**src/hdl/trip_mask_params.svh**
```systemverilog
// Purpose: Constants for the trip mask logic.
// Assumes: 25 MHz clock, 24-bit element status word.
// Notes: Register offsets index 32-bit words on the plain port.
`ifndef TRIP_MASK_PARAMS_SVH
`define TRIP_MASK_PARAMS_SVH
`define STATUS_W 24
`define ADDR_W 4
`define REG_UNCOND 4'h0
`define REG_PERM 4'h1
`define REG_BLOCK 4'h2
`define REG_BKOPEN 4'h3
`define REG_CTRL 4'h4
`define REG_STATUS 4'h5
`define REG_WORD 4'h6
`define MASK_RST 24'h000000
`define CTRL_REMOTE_EN_BIT 0
// Bit positions in the status word: row 2 is bits 15..8
`define DIRECT_TRIP_BIT 9
`define REMOTE_OPEN_BIT 8
`define BK_OPEN_BIT 6
// Breaker-open delay in microseconds and its cycle count
`define BK_OPEN_DELAY_US 30
`define CLK_MHZ 25
`define BK_OPEN_CYCLES (`BK_OPEN_DELAY_US * `CLK_MHZ)
`define STATUS_RD_W 5
`endif

```
**src/hdl/trip_mask_pkg.sv**
```systemverilog
// Purpose: Types for the trip mask logic.
// Assumes: Constants come from the params header.
// Notes: Mask struct groups the four trip masks.
`include "trip_mask_params.svh"
package trip_mask_pkg;
  typedef struct packed {
    logic [`STATUS_W-1:0] unconditional_trip_mask;
    logic [`STATUS_W-1:0] permissive_trip_mask;
    logic [`STATUS_W-1:0] block_trip_mask;
    logic [`STATUS_W-1:0] breaker_open_trip_mask;
  } masks_t;
  typedef struct packed {
    logic direct_trip_input;
    logic permissive_input;
    logic block_input;
    logic breaker_aux_contact;
  } pins_t;
endpackage

```
**src/hdl/trip_mask_logic.sv**
```systemverilog
// Purpose: Trip decision from four qualified element masks.
// Assumes: Element word from same-clock logic; pins are asynchronous.
// Notes: Trip output is registered, one cycle after its cause.
//
// How it works
// [RQ1] Unconditional mask bits trip without qualification
// [RQ2] Permissive mask trips with permissive or remote-open
// [RQ3] Block mask trips only while block deasserted
// [RQ4] Breaker-open mask trips while timed bit asserted
// [RQ5] Timed bit is delayed inverse of aux contact
// [RQ6] Four paths independent, any one trips
// [RQ7] Three logic inputs; direct trip enters word
// [RQ8] Direct trip bit in unconditional mask forces trip
// [RQ9] Never put timed bit in breaker-open mask
// [RQ10] Avoid non-directional elements in first three masks
// [RQ11] Masks are three rows of eight bits
//
// Strobed register access and the placing of the registers are this design's own decisions.
`timescale 1ns/1ns
`default_nettype none
`include "trip_mask_params.svh"
module trip_mask_logic (
  input wire logic clk_in,
  input wire logic rstn_in,
  input wire logic [`STATUS_W-1:0] elements_in,
  input wire trip_mask_pkg::pins_t pins_in,
  input wire logic remote_open_in,
  input wire logic [`ADDR_W-1:0] addr_in,
  input wire logic [31:0] wdata_in,
  input wire logic wr_in,
  input wire logic rd_in,
  output logic [31:0] rdata_out,
  output logic trip_out,
  output logic timed_breaker_open_out
);
  localparam int unsigned BK_CYC = `BK_OPEN_CYCLES;
  trip_mask_pkg::masks_t masks_q;
  logic remote_en_q;
  trip_mask_pkg::pins_t sync1_q, sync2_q;
  logic [15:0] open_cnt_q;
  logic bk_open_q;
  logic trip_q;
  logic [31:0] rdata_q;
  logic [`STATUS_W-1:0] word;
  logic remote_ok, hit_u, hit_p, hit_b, hit_o, trip_d;
  logic [31:0] rd_mux;

  // ************************************************
  // Input synchronisers
  // ************************************************
  always_ff @(posedge clk_in or negedge rstn_in) begin
    if (!rstn_in) begin
      sync1_q <= '0;
      sync2_q <= '0;
    end else begin
      sync1_q <= pins_in;
      sync2_q <= sync1_q;
    end
  end

  // ************************************************
  // Status word assembly
  // ************************************************
  // Direct trip, remote open and timed open bits overlay the word
  always_comb begin
    word = elements_in;
    word[`DIRECT_TRIP_BIT] = sync2_q.direct_trip_input; // RQ7
    word[`REMOTE_OPEN_BIT] = remote_open_in;
    word[`BK_OPEN_BIT] = bk_open_q;
  end

  // ************************************************
  // Breaker open timer
  // ************************************************
  // Counts while aux contact is open, restarts on closure
  always_ff @(posedge clk_in or negedge rstn_in) begin
    if (!rstn_in) begin
      open_cnt_q <= 16'h0000;
      bk_open_q <= 1'b0;
    end else if (sync2_q.breaker_aux_contact) begin
      open_cnt_q <= 16'h0000; // RQ5
      bk_open_q <= 1'b0;
    end else if (open_cnt_q < 16'(BK_CYC - 1)) begin
      open_cnt_q <= open_cnt_q + 16'h0001;
    end else begin
      bk_open_q <= 1'b1; // RQ5
    end
  end

  // ************************************************
  // Trip decision
  // ************************************************
  assign remote_ok = remote_en_q & word[`REMOTE_OPEN_BIT];
  assign hit_u = |(word & masks_q.unconditional_trip_mask); // RQ1 RQ8
  assign hit_p = |(word & masks_q.permissive_trip_mask)
    & (sync2_q.permissive_input | remote_ok); // RQ2
  assign hit_b = |(word & masks_q.block_trip_mask)
    & ~sync2_q.block_input; // RQ3
  assign hit_o = |(word & masks_q.breaker_open_trip_mask)
    & bk_open_q; // RQ4
  assign trip_d = hit_u | hit_p | hit_b | hit_o; // RQ6

  always_ff @(posedge clk_in or negedge rstn_in) begin
    if (!rstn_in) trip_q <= 1'b0;
    else trip_q <= trip_d;
  end
  assign trip_out = trip_q;
  assign timed_breaker_open_out = bk_open_q;

  // ************************************************
  // Register port
  // ************************************************
  // Masks are three rows of eight, leftmost element in MSB
  always_ff @(posedge clk_in or negedge rstn_in) begin
    if (!rstn_in) begin
      masks_q <= {4{`MASK_RST}};
      remote_en_q <= 1'b0;
    end else if (wr_in) begin
      case (addr_in)
        `REG_UNCOND: masks_q.unconditional_trip_mask <= wdata_in[23:0]; // RQ11
        `REG_PERM: masks_q.permissive_trip_mask <= wdata_in[23:0];
        `REG_BLOCK: masks_q.block_trip_mask <= wdata_in[23:0];
        `REG_BKOPEN: masks_q.breaker_open_trip_mask <= wdata_in[23:0];
        `REG_CTRL: remote_en_q <= wdata_in[`CTRL_REMOTE_EN_BIT];
        default: ;
      endcase
    end
  end

  always_comb begin
    case (addr_in)
      `REG_UNCOND: rd_mux = {8'h00, masks_q.unconditional_trip_mask};
      `REG_PERM: rd_mux = {8'h00, masks_q.permissive_trip_mask};
      `REG_BLOCK: rd_mux = {8'h00, masks_q.block_trip_mask};
      `REG_BKOPEN: rd_mux = {8'h00, masks_q.breaker_open_trip_mask};
      `REG_CTRL: rd_mux = {31'h00000000, remote_en_q};
      `REG_STATUS: rd_mux = {27'h0000000, hit_u, hit_p, hit_b, hit_o,
        trip_q};
      `REG_WORD: rd_mux = {8'h00, word};
      default: rd_mux = 32'h00000000;
    endcase
  end

  always_ff @(posedge clk_in or negedge rstn_in) begin
    if (!rstn_in) rdata_q <= 32'h00000000;
    else if (rd_in) rdata_q <= rd_mux;
    else rdata_q <= 32'h00000000;
  end
  assign rdata_out = rdata_q;

  // ************************************************
  // Checks
  // ************************************************
  property p_uncond;
    @(posedge clk_in) disable iff (!rstn_in)
      hit_u |=> trip_out;
  endproperty
  a_uncond: assert property (p_uncond) else $error("uncond no trip"); // RQ1

  property p_perm;
    @(posedge clk_in) disable iff (!rstn_in)
      (|(word & masks_q.permissive_trip_mask) && sync2_q.permissive_input)
        |=> trip_out;
  endproperty
  a_perm: assert property (p_perm) else $error("permissive no trip"); // RQ2

  property p_block;
    @(posedge clk_in) disable iff (!rstn_in)
      (sync2_q.block_input && !hit_u && !hit_p && !hit_o) |=> !trip_out;
  endproperty
  a_block: assert property (p_block) else $error("block not obeyed"); // RQ3

  property p_bkopen;
    @(posedge clk_in) disable iff (!rstn_in)
      (|(word & masks_q.breaker_open_trip_mask) && bk_open_q) |=> trip_out;
  endproperty
  a_bkopen: assert property (p_bkopen) else $error("open path no trip"); // RQ4

  property p_timer;
    @(posedge clk_in) disable iff (!rstn_in)
      sync2_q.breaker_aux_contact |=> !bk_open_q;
  endproperty
  a_timer: assert property (p_timer) else $error("open bit early"); // RQ5

  property p_none;
    @(posedge clk_in) disable iff (!rstn_in)
      !trip_d |=> !trip_out;
  endproperty
  a_none: assert property (p_none) else $error("spurious trip"); // RQ6

  property p_direct;
    @(posedge clk_in) disable iff (!rstn_in)
      $rose(sync2_q.direct_trip_input)
        && masks_q.unconditional_trip_mask[`DIRECT_TRIP_BIT] |=> trip_out;
  endproperty
  a_direct: assert property (p_direct) else $error("direct no trip"); // RQ8

  property p_word;
    @(posedge clk_in) disable iff (!rstn_in)
      word[`DIRECT_TRIP_BIT] == sync2_q.direct_trip_input;
  endproperty
  a_word: assert property (p_word) else $error("word bit wrong"); // RQ7

  property p_rd;
    @(posedge clk_in) disable iff (!rstn_in)
      (rd_in && addr_in == `REG_CTRL) |=> rdata_out[0] == $past(remote_en_q);
  endproperty
  a_rd: assert property (p_rd) else $error("read data wrong"); // RQ11

  property p_remote;
    @(posedge clk_in) disable iff (!rstn_in)
      (|(word & masks_q.permissive_trip_mask) && remote_ok) |=> trip_out;
  endproperty
  a_remote: assert property (p_remote) else $error("remote no trip"); // RQ2

  property p_open_set;
    @(posedge clk_in) disable iff (!rstn_in)
      (open_cnt_q == 16'(BK_CYC - 1) && !sync2_q.breaker_aux_contact)
        |=> bk_open_q;
  endproperty
  a_open_set: assert property (p_open_set) else $error("open late"); // RQ5

  c_uncond: cover property (@(posedge clk_in) hit_u ##1 trip_out);
  c_perm: cover property (@(posedge clk_in) hit_p ##1 trip_out);
  c_bkopen: cover property (@(posedge clk_in) $rose(bk_open_q));
  c_block: cover property (@(posedge clk_in) hit_b ##1 trip_out);
endmodule
`default_nettype wire

```
**config.mk**
```make
export PLATFORM = sky130hd
export DESIGN_NAME = trip_mask_logic
export DESIGN_NICKNAME = d
export VERILOG_FILES = /design/src/hdl/trip_mask_pkg.sv /design/src/hdl/trip_mask_logic.sv
export VERILOG_INCLUDE_DIRS = /design/src /design/src/hdl
export SDC_FILE = /design/constraint.sdc
export NUM_CORES = 1
export LEC_CHECK = 0
export ABC_AREA = 1
export BUFFER_PORTS_ARGS = -buffer_cell sky130_fd_sc_hd__buf_2
export CAP_MARGIN = 40
export CORE_UTILIZATION = 25
export DETAILED_ROUTE_END_ITERATION = 8
export MAX_ROUTING_LAYER = met4
export SLEW_MARGIN = 40
export SYNTH_ARGS = -nofsm -noshare
export SYNTH_HDL_FRONTEND = slang
export SYNTH_SLANG_ARGS = --single-unit
```
**constraint.sdc**
```tcl
create_clock -name clk_in -period 4.4 [get_ports clk_in]
set_clock_uncertainty 0.05 [all_clocks]
set_input_delay 0.44 -clock clk_in [delete_from_list [all_inputs] [get_ports clk_in]]
set_output_delay 0.44 -clock clk_in [all_outputs]
set_load 0.005 [all_outputs]
```
# Word-level counts from Yosys, hierarchy flattened
# Index checks and enable logic that the tools add are counted.
# classes
n_addsub	1
order_cmp	1
n_eq_ne	7
n_mux	6
bitwise	13
n_reduce_logical	11
# ops
cell	count
$pmux W24 S7	1
$and A24 B24 Y24	4
$reduce_or A24 Y1	4
$mux W16	2
$mux W32	1
$add A16 B1 Y16 const B	1
$lt A16 B10 Y1 const B	1
$eq A4 B3 Y1 const B	3
$reduce_and A2 Y1	5
$eq A4 B2 Y1 const B	2
$and A1 B1 Y1	4
$eq A4 B1 Y1 const B	1
$logic_not A4 Y1	1
$or A1 B1 Y1	4
$mux W1	2
$ne A2 B2 Y1 const B	1
$reduce_bool A2 Y1	1
$not A1 Y1	1
# word_totals
reg_bits	155
inputBits	69
out_inout_bits	34
word_cells	56

# Depth between registers and ports, before layout
# Gate-level depths: netlist of the first run.
# logic_depth
word_depth	6
depth_mapped	11
ltp_nobuf	10

# Worst setup path after synthesis of the first run
# Ideal clock, no wire load.
# synth_path
path_kind	in2reg
from	input addr_in[2]
to	register masks_q[41] (netlist bit)
setup_time_ns	0.131
t_arrival_ns	1.415
required_time_ns	4.219
setup_slack_ns	2.804
path_stages	8
n_path_buf	2
path_cell_list	inv_1 nand2_1 nor3_4 nand2_1 buf_2 buf_6 nand2_1 o21ai_0
# synth_between
elab_chain_len	2
# synth_rtl
element	line_no	text
start, declared	trip_mask_logic.sv:28	input wire logic [`ADDR_W-1:0] addr_in,
$eq A4 B2 Y1	trip_mask_logic.sv:119	case (addr_in)
$reduce_and A2 Y1 (no source line)	--	
end signal, assigned	trip_mask_logic.sv:116	masks_q <= {4{`MASK_RST}};
end, declared	trip_mask_logic.sv:37	trip_mask_pkg::masks_t masks_q;
# Every way passes these cells.
# A chain may end at the register's enable or synchronous reset.

# Final worst setup path of the first run
# layout_path
from	input addr_in[0]
to	register masks_q[94] (netlist bit)
# layout_between
elab_chain_len	2
# layout_rtl
element	line_no
$logic_not A4 Y1	trip_mask_logic.sv:119
$reduce_and A2 Y1 (no source line)	--
# Every way passes these cells.

==> impl_metrics.yaml, run 1 <==
setup_path:
  reg2regPathDepth: 7
  critPathCaptureType: "flop"
  crit_path_frequent_cell: "nand2_1"
  critPathTopFamily: "simple AND/OR/NAND/NOR gates"
  path_depth: 8
  r2r_start: "open_cnt_q[0]"
  crit_slowest_cell: "nand3_1"
  max_stage_delay_ps: 560
  cp_num_buf_inv: 3
  crit_fanout: 48
  r2r-end: "open_cnt_q[1]"
  worstSetupStartpointType: "input port"
  worstPathArrival_ps: 2490
  r2r_slack_ps: 2610
  crit_path_cell_trace: "buf_2, nor2_1, nand3_1, inv_2, nand2_1, buf_4, nand2_1, o21ai_0"
  path_class: "in2reg"
  required_ps: 4630
power_and_ir_drop:
  power.density_mw_per_mm2: 431.1
  power_frac_seq_pct: 47.2
  swShare_pct: 29.55
  p_comb_share_pct: 14.1
  clkPwrFrac_pct: 38.7
  p_switching_mw: 1.069
  p_leak_nw: 4.260
  peakVddDrop_mv: 0.3050
  intPower_mw: 2.548
detailed_routing:
  totalWireLength_mm: 20.13
  route.met2.wl_mm: 9.015
  postRouteAntennaNets: 0
  wl_met3_mm: 1.303
  drtPass1Iterations: 5
  drc: 0
  vias_per_cell: 4.415
  wl_met1_mm: 9.697
  wire_per_inst_um: 14.61
  vias: 6084
  top_layer_used: "met4"
  drtIter0Drc: 570
clock_tree:
  cts_root_buffer: "clkbuf_16"
  clockBufferDepth: 2
  clk_pin_slew_ps: 60
  cts_resized: 0
  cts.hold.buffers_added: 0
  clock_latency_ps: 430
  cts_max_level: 4
  clock-sinks: 147
  cts_buffers: 17
  post-cts-setup-buffers: 0
  cts_tree: "done"
sta:
  fin_hold_ws_ps: -17.21
  fmax_ghz: 0.4413
  finalSetupViolCount: 0
  fin_crit_sh_pct: 51.50
  hold_viol_final: 11
  rsz0062_at_grt: "no"
  drv_slew: 0
  finalSetupTns_ps: 0
  relSlewSlack_pct: 52.54
  worst_slew_pin_slew_ps: 709.9
  period_minus_slack_ps: 2266
floorplanning:
  dieHeight_um: 170.3
  io_pins: 103
  die_area_mm2: 0.02901
  initial_core_util_pct: 25.43
  num_rows: 61
  core_area_mm2: 0.02786
  fp.dieW_um: 170.3
run_status:
  outcome: "complete, but fails checks"
  violations: "negative hold slack"
placed_design:
  io_buffers: 83
  gp_congestion: 0.8360
  dp_hpwl_mm: 13.72
hold_path:
  holdCritPathClass: "in2async"
finish:
  regArea_mm2: 0.003679
  nNetsFinal: 1056
  layout_commonest_cell: "nand2_1"
  fillerInstances: 3023
  multi_input_area_mm2: 0.002912
  syn_to_final_growth_pct: 18.42
  final_cell_mix: "nand2_1, dfrtp_1, buf_2, nor2_1, o21ai_0"
  drive_gt1_share_pct: 14.13
synth:
  async_flop_share_pct: 100.0
  synth_area_mm2: 0.007083
  synth_top_cell_by_area: "dfrtp_1"
  synth-seq-cells: 147
  synthTopCellsByArea: "dfrtp_1, nand2_1, o21ai_0"
  synth_cell_type_count: 27
  ys_warn_count: 0
  ys.flop_type: "dfrtp_1"
  syn_area_per_cell_um2: 7.775
  seq_area_frac_synth_pct: 51.93
  synth_top_area_share_pct: 51.93
  netlist_instances: 911
  synth-edff-count: 0
grt:
  grt_pass1_vias: 5689
  grt_util_all_layers_pct: 14.78
  grt_first_pass_wirelength_mm: 31.44
  grt_max_degree: 84
  antenna_found_initial: 2
  grt.overflow.total: 0
job:
  cap_viol_max_count: 0
## worst max-delay path by stage
stage / end / from / slack [ps]
3_3_place_gp: masks_q[91] / addr_in[0] / 1700
5_1_grt: masks_q[94] / addr_in[0] / 1960
2_1_floorplan: masks_q[41] / addr_in[2] / 2800
4_1_cts: masks_q[94] / addr_in[0] / 2140
6_report: masks_q[94] / addr_in[0] / 2130
3_5_place_dp: masks_q[80] / addr_in[0] / 1700
## Yosys cell counts (6+ instances only)
| library cell | n |
|---|---|
| o21ai_0 | 67 |
| o21ai_2 | 8 |
| nand3_1 | 59 |
| o21a_1 | 9 |
| nor2_1 | 70 |
| inv_1 | 66 |
| dfrtp_1 | 147 |
| nand2_1 | 358 |
| buf_4 | 16 |
| clkbuf_1 | 16 |
| buf_6 | 6 |
| nand4_1 | 11 |
| a21oi_1 | 6 |
| o21ai_1 | 42 |
| buf_2 | 6 |
## final cells by class
cell class | count | area share (%)
repair buffers | 92 | 5.862
inverters | 69 | 3.088
well taps | 378 | 5.638
multi-input cells | 658 | 34.71
diodes | 2 | 0.05967
clock buffers | 19 | 5.280
flip-flops and latches | 147 | 43.85
clock inverters | 13 | 1.507
## registers in the layout, indices dropped and copies added (netlist names)
signal / flops
sync1_q: 4
remote_en_q: 1
masks_q: 96
rdata_out: 24
open_cnt_q: 16
trip_out: 1
sync2_q: 4
timed_breaker_open_out: 1
## stage by stage
stage	instances	cell area (µm²)	utilization [%]	setup WS, ps	power (mW)
global route	1378	8388	30.11	1964	3.817
CTS	1376	8381	30.08	2138	3.650
finish	1378	8388	30.11	2134	3.616
detailed placement	1344	7811	28.04	1699	2.240
floorplan	918	7109	-	2804	2.027
global placement	1344	7796	27.99	1703	2.223
## cell families (layout without fill, tap and decap cells)
group	after synthesis	in the layout	synth area share (%)
flip-flops	147	147	51.93
AO/OA/AOI/OAI	138	138	10.67
buffers and inverters	113	193	7.578
adder cells (fa/ha/maj)	2	2	0.3532
XOR/XNOR	3	3	0.3710
AND/OR/NAND/NOR	507	507	29.04
other	1	10	0.05294
## power groups by stage
stage / Clock [mW] / Sequential (mW) / Combinational, mW
after CTS: 1.43 / 1.70 / 0.517
final: 1.40 / 1.71 / 0.511
after global routing: 1.49 / 1.73 / 0.592
after floorplan: 0 / 1.69 / 0.341
after detailed placement: 0 / 1.73 / 0.514
after global placement: 0 / 1.72 / 0.502
## routing by layer
metal	GRT usage, %	vias to the layer above
met3	4.209	8
met1	20.16	2850
li1	-	3029
met5	-	-
met4	2.389	0
met2	21.95	197
Power figures use the tool's default switching activity.
==> inputs of run 2 (changes only) <==
--- a/config.mk
+++ b/config.mk
@@ -6,7 +6,7 @@
 export SDC_FILE = /design/constraint.sdc
 export NUM_CORES = 1
 export LEC_CHECK = 0
-export ABC_AREA = 1
+export ABC_AREA = 0
 export BUFFER_PORTS_ARGS = -buffer_cell sky130_fd_sc_hd__buf_2
 export CAP_MARGIN = 40
 export CORE_UTILIZATION = 25
==> constraint.sdc (replaced) <==
create_clock -name clk_in -period 2 [get_ports clk_in]
set_clock_uncertainty 0.05 [all_clocks]
set_input_delay 0.2 -clock clk_in [delete_from_list [all_inputs] [get_ports clk_in]]
set_output_delay 0.2 -clock clk_in [all_outputs]
set_load 0.005 [all_outputs]
==> run 2 against run 1 <==
  * The flow finishes with violations (design-rule violations)
  * Die area shrank 4.4%
  * Utilization grew 2.3 points
  * Sequential share of layout area fell by 0.60 points
  * Critical path type is now reg2reg
==> impl_metrics.yaml, run 2 <==
run_status:
  outcome: "complete, but fails checks"
  violations: "design-rule violations"
setup_path:
  r2r-end: "rdata_out[4]"
  reg2regPathDepth: 5
  r2r_start: "sync2_q[3]"
  crit_path_cell_trace: "a22oi_1, nand4_1, nor3_1, nand2b_1, a21oi_1"
  path_class: "reg2reg"
  critPathTopFamily: "simple AND/OR/NAND/NOR gates"
  worstSetupStartpointType: "flop"
  worstPathArrival_ps: 2030
  crit_fanout: 5
  critPathCaptureType: "flop"
  required_ps: 2240
  r2r_slack_ps: 210
  crit_slowest_cell: "dfrtp_1"
  max_stage_delay_ps: 490
  cp_num_buf_inv: 0
power_and_ir_drop:
  clkPwrFrac_pct: 39.3
  peakVddDrop_mv: 0.6622
  power.density_mw_per_mm2: 1007
  power_frac_seq_pct: 46.3
  p_leak_nw: 3.821
  p_comb_share_pct: 14.4
  p_switching_mw: 2.388
  intPower_mw: 6.173
  swShare_pct: 27.89
finish:
  top_register: "masks_q"
  final_cell_mix: "dfrtp_1, buf_2, a22oi_1, mux2_4, mux2_1"
  regArea_mm2: 0.003679
  fillerInstances: 2637
  layout_commonest_cell: "dfrtp_1"
  multi_input_area_mm2: 0.002883
  final_area_mm2: 0.008504
  largest_reg_flops: 96
  syn_to_final_growth_pct: 25.71
  drive_gt1_share_pct: 34.33
  nNetsFinal: 693
sta:
  fin_hold_ws_ps: 11.44
  fin_crit_sh_pct: 89.45
  hold_viol_final: 0
  relSlewSlack_pct: 63.22
  finalSetupTns_ps: 0
  drv_slew: 0
  rsz0062_at_grt: "no"
  fmax_ghz: 0.5590
  worst_slew_pin_slew_ps: 551.7
  period_minus_slack_ps: 1789
  finalSetupViolCount: 0
grt:
  grt_max_degree: 50
  grt.overflow.total: 0
  grt_pass1_vias: 5158
  antenna_found_initial: 2
  grt_first_pass_wirelength_mm: 31.99
  grt_util_all_layers_pct: 15.85
hold_path:
  hold_depth: 2
  holdCritPathClass: "in2reg"
  holdPathEnd: "masks_q[50]"
  hp-start: "wdata_in[2]"
clock_tree:
  clockBufferDepth: 2
  post-cts-setup-buffers: 0
  clock_latency_ps: 430
  cts_max_level: 4
  cts_tree: "done"
  clk_pin_slew_ps: 70
  clock-sinks: 147
  cts_buffers: 17
  cts_root_buffer: "clkbuf_16"
  cts_resized: 0
detailed_routing:
  vias: 5024
  drtIter0Drc: 602
  drtPass1Iterations: 8
  wire_per_inst_um: 21.31
  drc: 8
  vias_per_cell: 5.169
  top_layer_used: "met4"
  wl_met1_mm: 8.732
  totalWireLength_mm: 20.71
  wl_met3_mm: 1.839
  route.met2.wl_mm: 9.359
  postRouteAntennaNets: 0
synth:
  synth_top_cell_by_area: "dfrtp_1"
  async_flop_share_pct: 100.0
  synthTopCellsByCount: "dfrtp_1, a22oi_1, mux2_4, mux2_1, mux2_2"
  synth_top_area_share_pct: 54.37
  ys_warn_count: 0
  syn_area_per_cell_um2: 13.50
  netlist_instances: 501
  synthTopCellsByArea: "dfrtp_1, mux2_4, a22oi_1"
  post-synth-top-count-cell: "dfrtp_1"
  synth-edff-count: 0
  synth_area_mm2: 0.006765
  seq_area_frac_synth_pct: 54.37
  synth_cell_type_count: 44
  ys.flop_type: "dfrtp_1"
  synth-seq-cells: 147
job:
  cap_viol_max_count: 0
floorplanning:
  io_pins: 103
  num_rows: 59
  fp.dieW_um: 166.5
  initial_core_util_pct: 25.74
  die_area_mm2: 0.02772
  core_area_mm2: 0.02628
  dieHeight_um: 166.5
placed_design:
  gp_congestion: 0.9347
  io_buffers: 83
  placed_area_mm2: 0.007632
  dp_hpwl_mm: 14.85
-- run 2: cell count changes in the layout (fill, tap and decap cells not counted), moves of 18 or more --
cell	delta
nor2_1	-53
a22oi_1	+66
o21ai_0	-65
o21ai_1	-42
mux2_2	+30
a21oi_1	+18
a222oi_1	+21
inv_1	-62
nand3_1	-52
mux2_1	+31
nand2_1	-352
mux2_4	+36
dlygate4sd3_1	+25
-- run 2: worst max path at each step --
stage	from	endpoint	slack, ps	cells after the start
2_1_floorplan	open_cnt_q[0]	open_cnt_q[0]	410	7
3_3_place_gp	addr_in[3]	masks_q[23]	230	5
3_5_place_dp	addr_in[3]	masks_q[23]	220	5
4_1_cts	timed_breaker_open_out	rdata_out[1]	270	4
5_1_grt	timed_breaker_open_out	rdata_out[3]	90	4
6_report	sync2_q[3]	rdata_out[4]	210	5
-- run 2: area by class of cell --
class	count	share of cell area [%]
antenna	2	0.05885
clock buffer	17	5.002
clock inverter	15	2.251
inverter	4	0.1765
multi-input combinational	322	33.90
sequential	147	43.25
tap	335	4.929
timing repair buffer	130	10.43
-- run 2: layer usage --
metal	global-route usage [%]	up-vias
li1	-	2182
met1	19.89	2517
met2	22.85	265
met3	4.420	60
met4	9.018	0
met5	-	-
-- run 2: logic make-up (layout without fill, tap and decap cells) --
logic type / Yosys count / count (layout) / synth area share (%)
adders and majority gates: 2 / 2 / 0.3698
AOI/OAI and AO/OA: 125 / 125 / 13.82
buffers and inverters: 39 / 166 / 3.625
xor gates and xnor gates: 8 / 8 / 1.036
DFF: 147 / 147 / 54.37
other: 1 / 10 / 0.05543
and+or+nand+nor: 78 / 78 / 7.435
muxes: 101 / 101 / 19.29
-- run 2: repair_timing --
action / CTS / global route
setup endpoints to repair: 0 / 0
endpoints found under the hold margin: 176 / 0
hold buffers: 25 / 0
-- run 2: worst reg2reg max path, delay by kind of cell, from the launching register on --
family           cells  cell delay (ps)
AO/OA/AOI/OAI        2              340
flip-flops           1              490
AND/OR/NAND/NOR      3              760
-- run 2: power by group through the flow --
| stage | clock network, mW | logic [mW] | registers, mW |
|---|---|---|---|
| finish | 3.36 | 1.24 | 3.96 |
| global route | 3.54 | 1.34 | 4.02 |
| CTS | 3.41 | 1.23 | 3.94 |
| detailed placement | 0 | 1.19 | 3.99 |
| global placement | 0 | 1.16 | 3.98 |
| floorplan | 0 | 0.828 | 3.78 |
-- run 2: metrics by stage --
| stage | util, % | cells | setup WS (ps) | total power [mW] |
|---|---|---|---|---|
| 6_report | 32.36 | 972 | 211.0 | 8.560 |
| 5_1_grt | 32.36 | 972 | 92.10 | 8.903 |
| 4_1_cts | 32.34 | 970 | 267.4 | 8.586 |
| 3_5_place_dp | 29.04 | 913 | 216.7 | 5.181 |
| 3_3_place_gp | 29.04 | 913 | 226.5 | 5.139 |
| 2_1_floorplan | - | 508 | 408.5 | 4.609 |
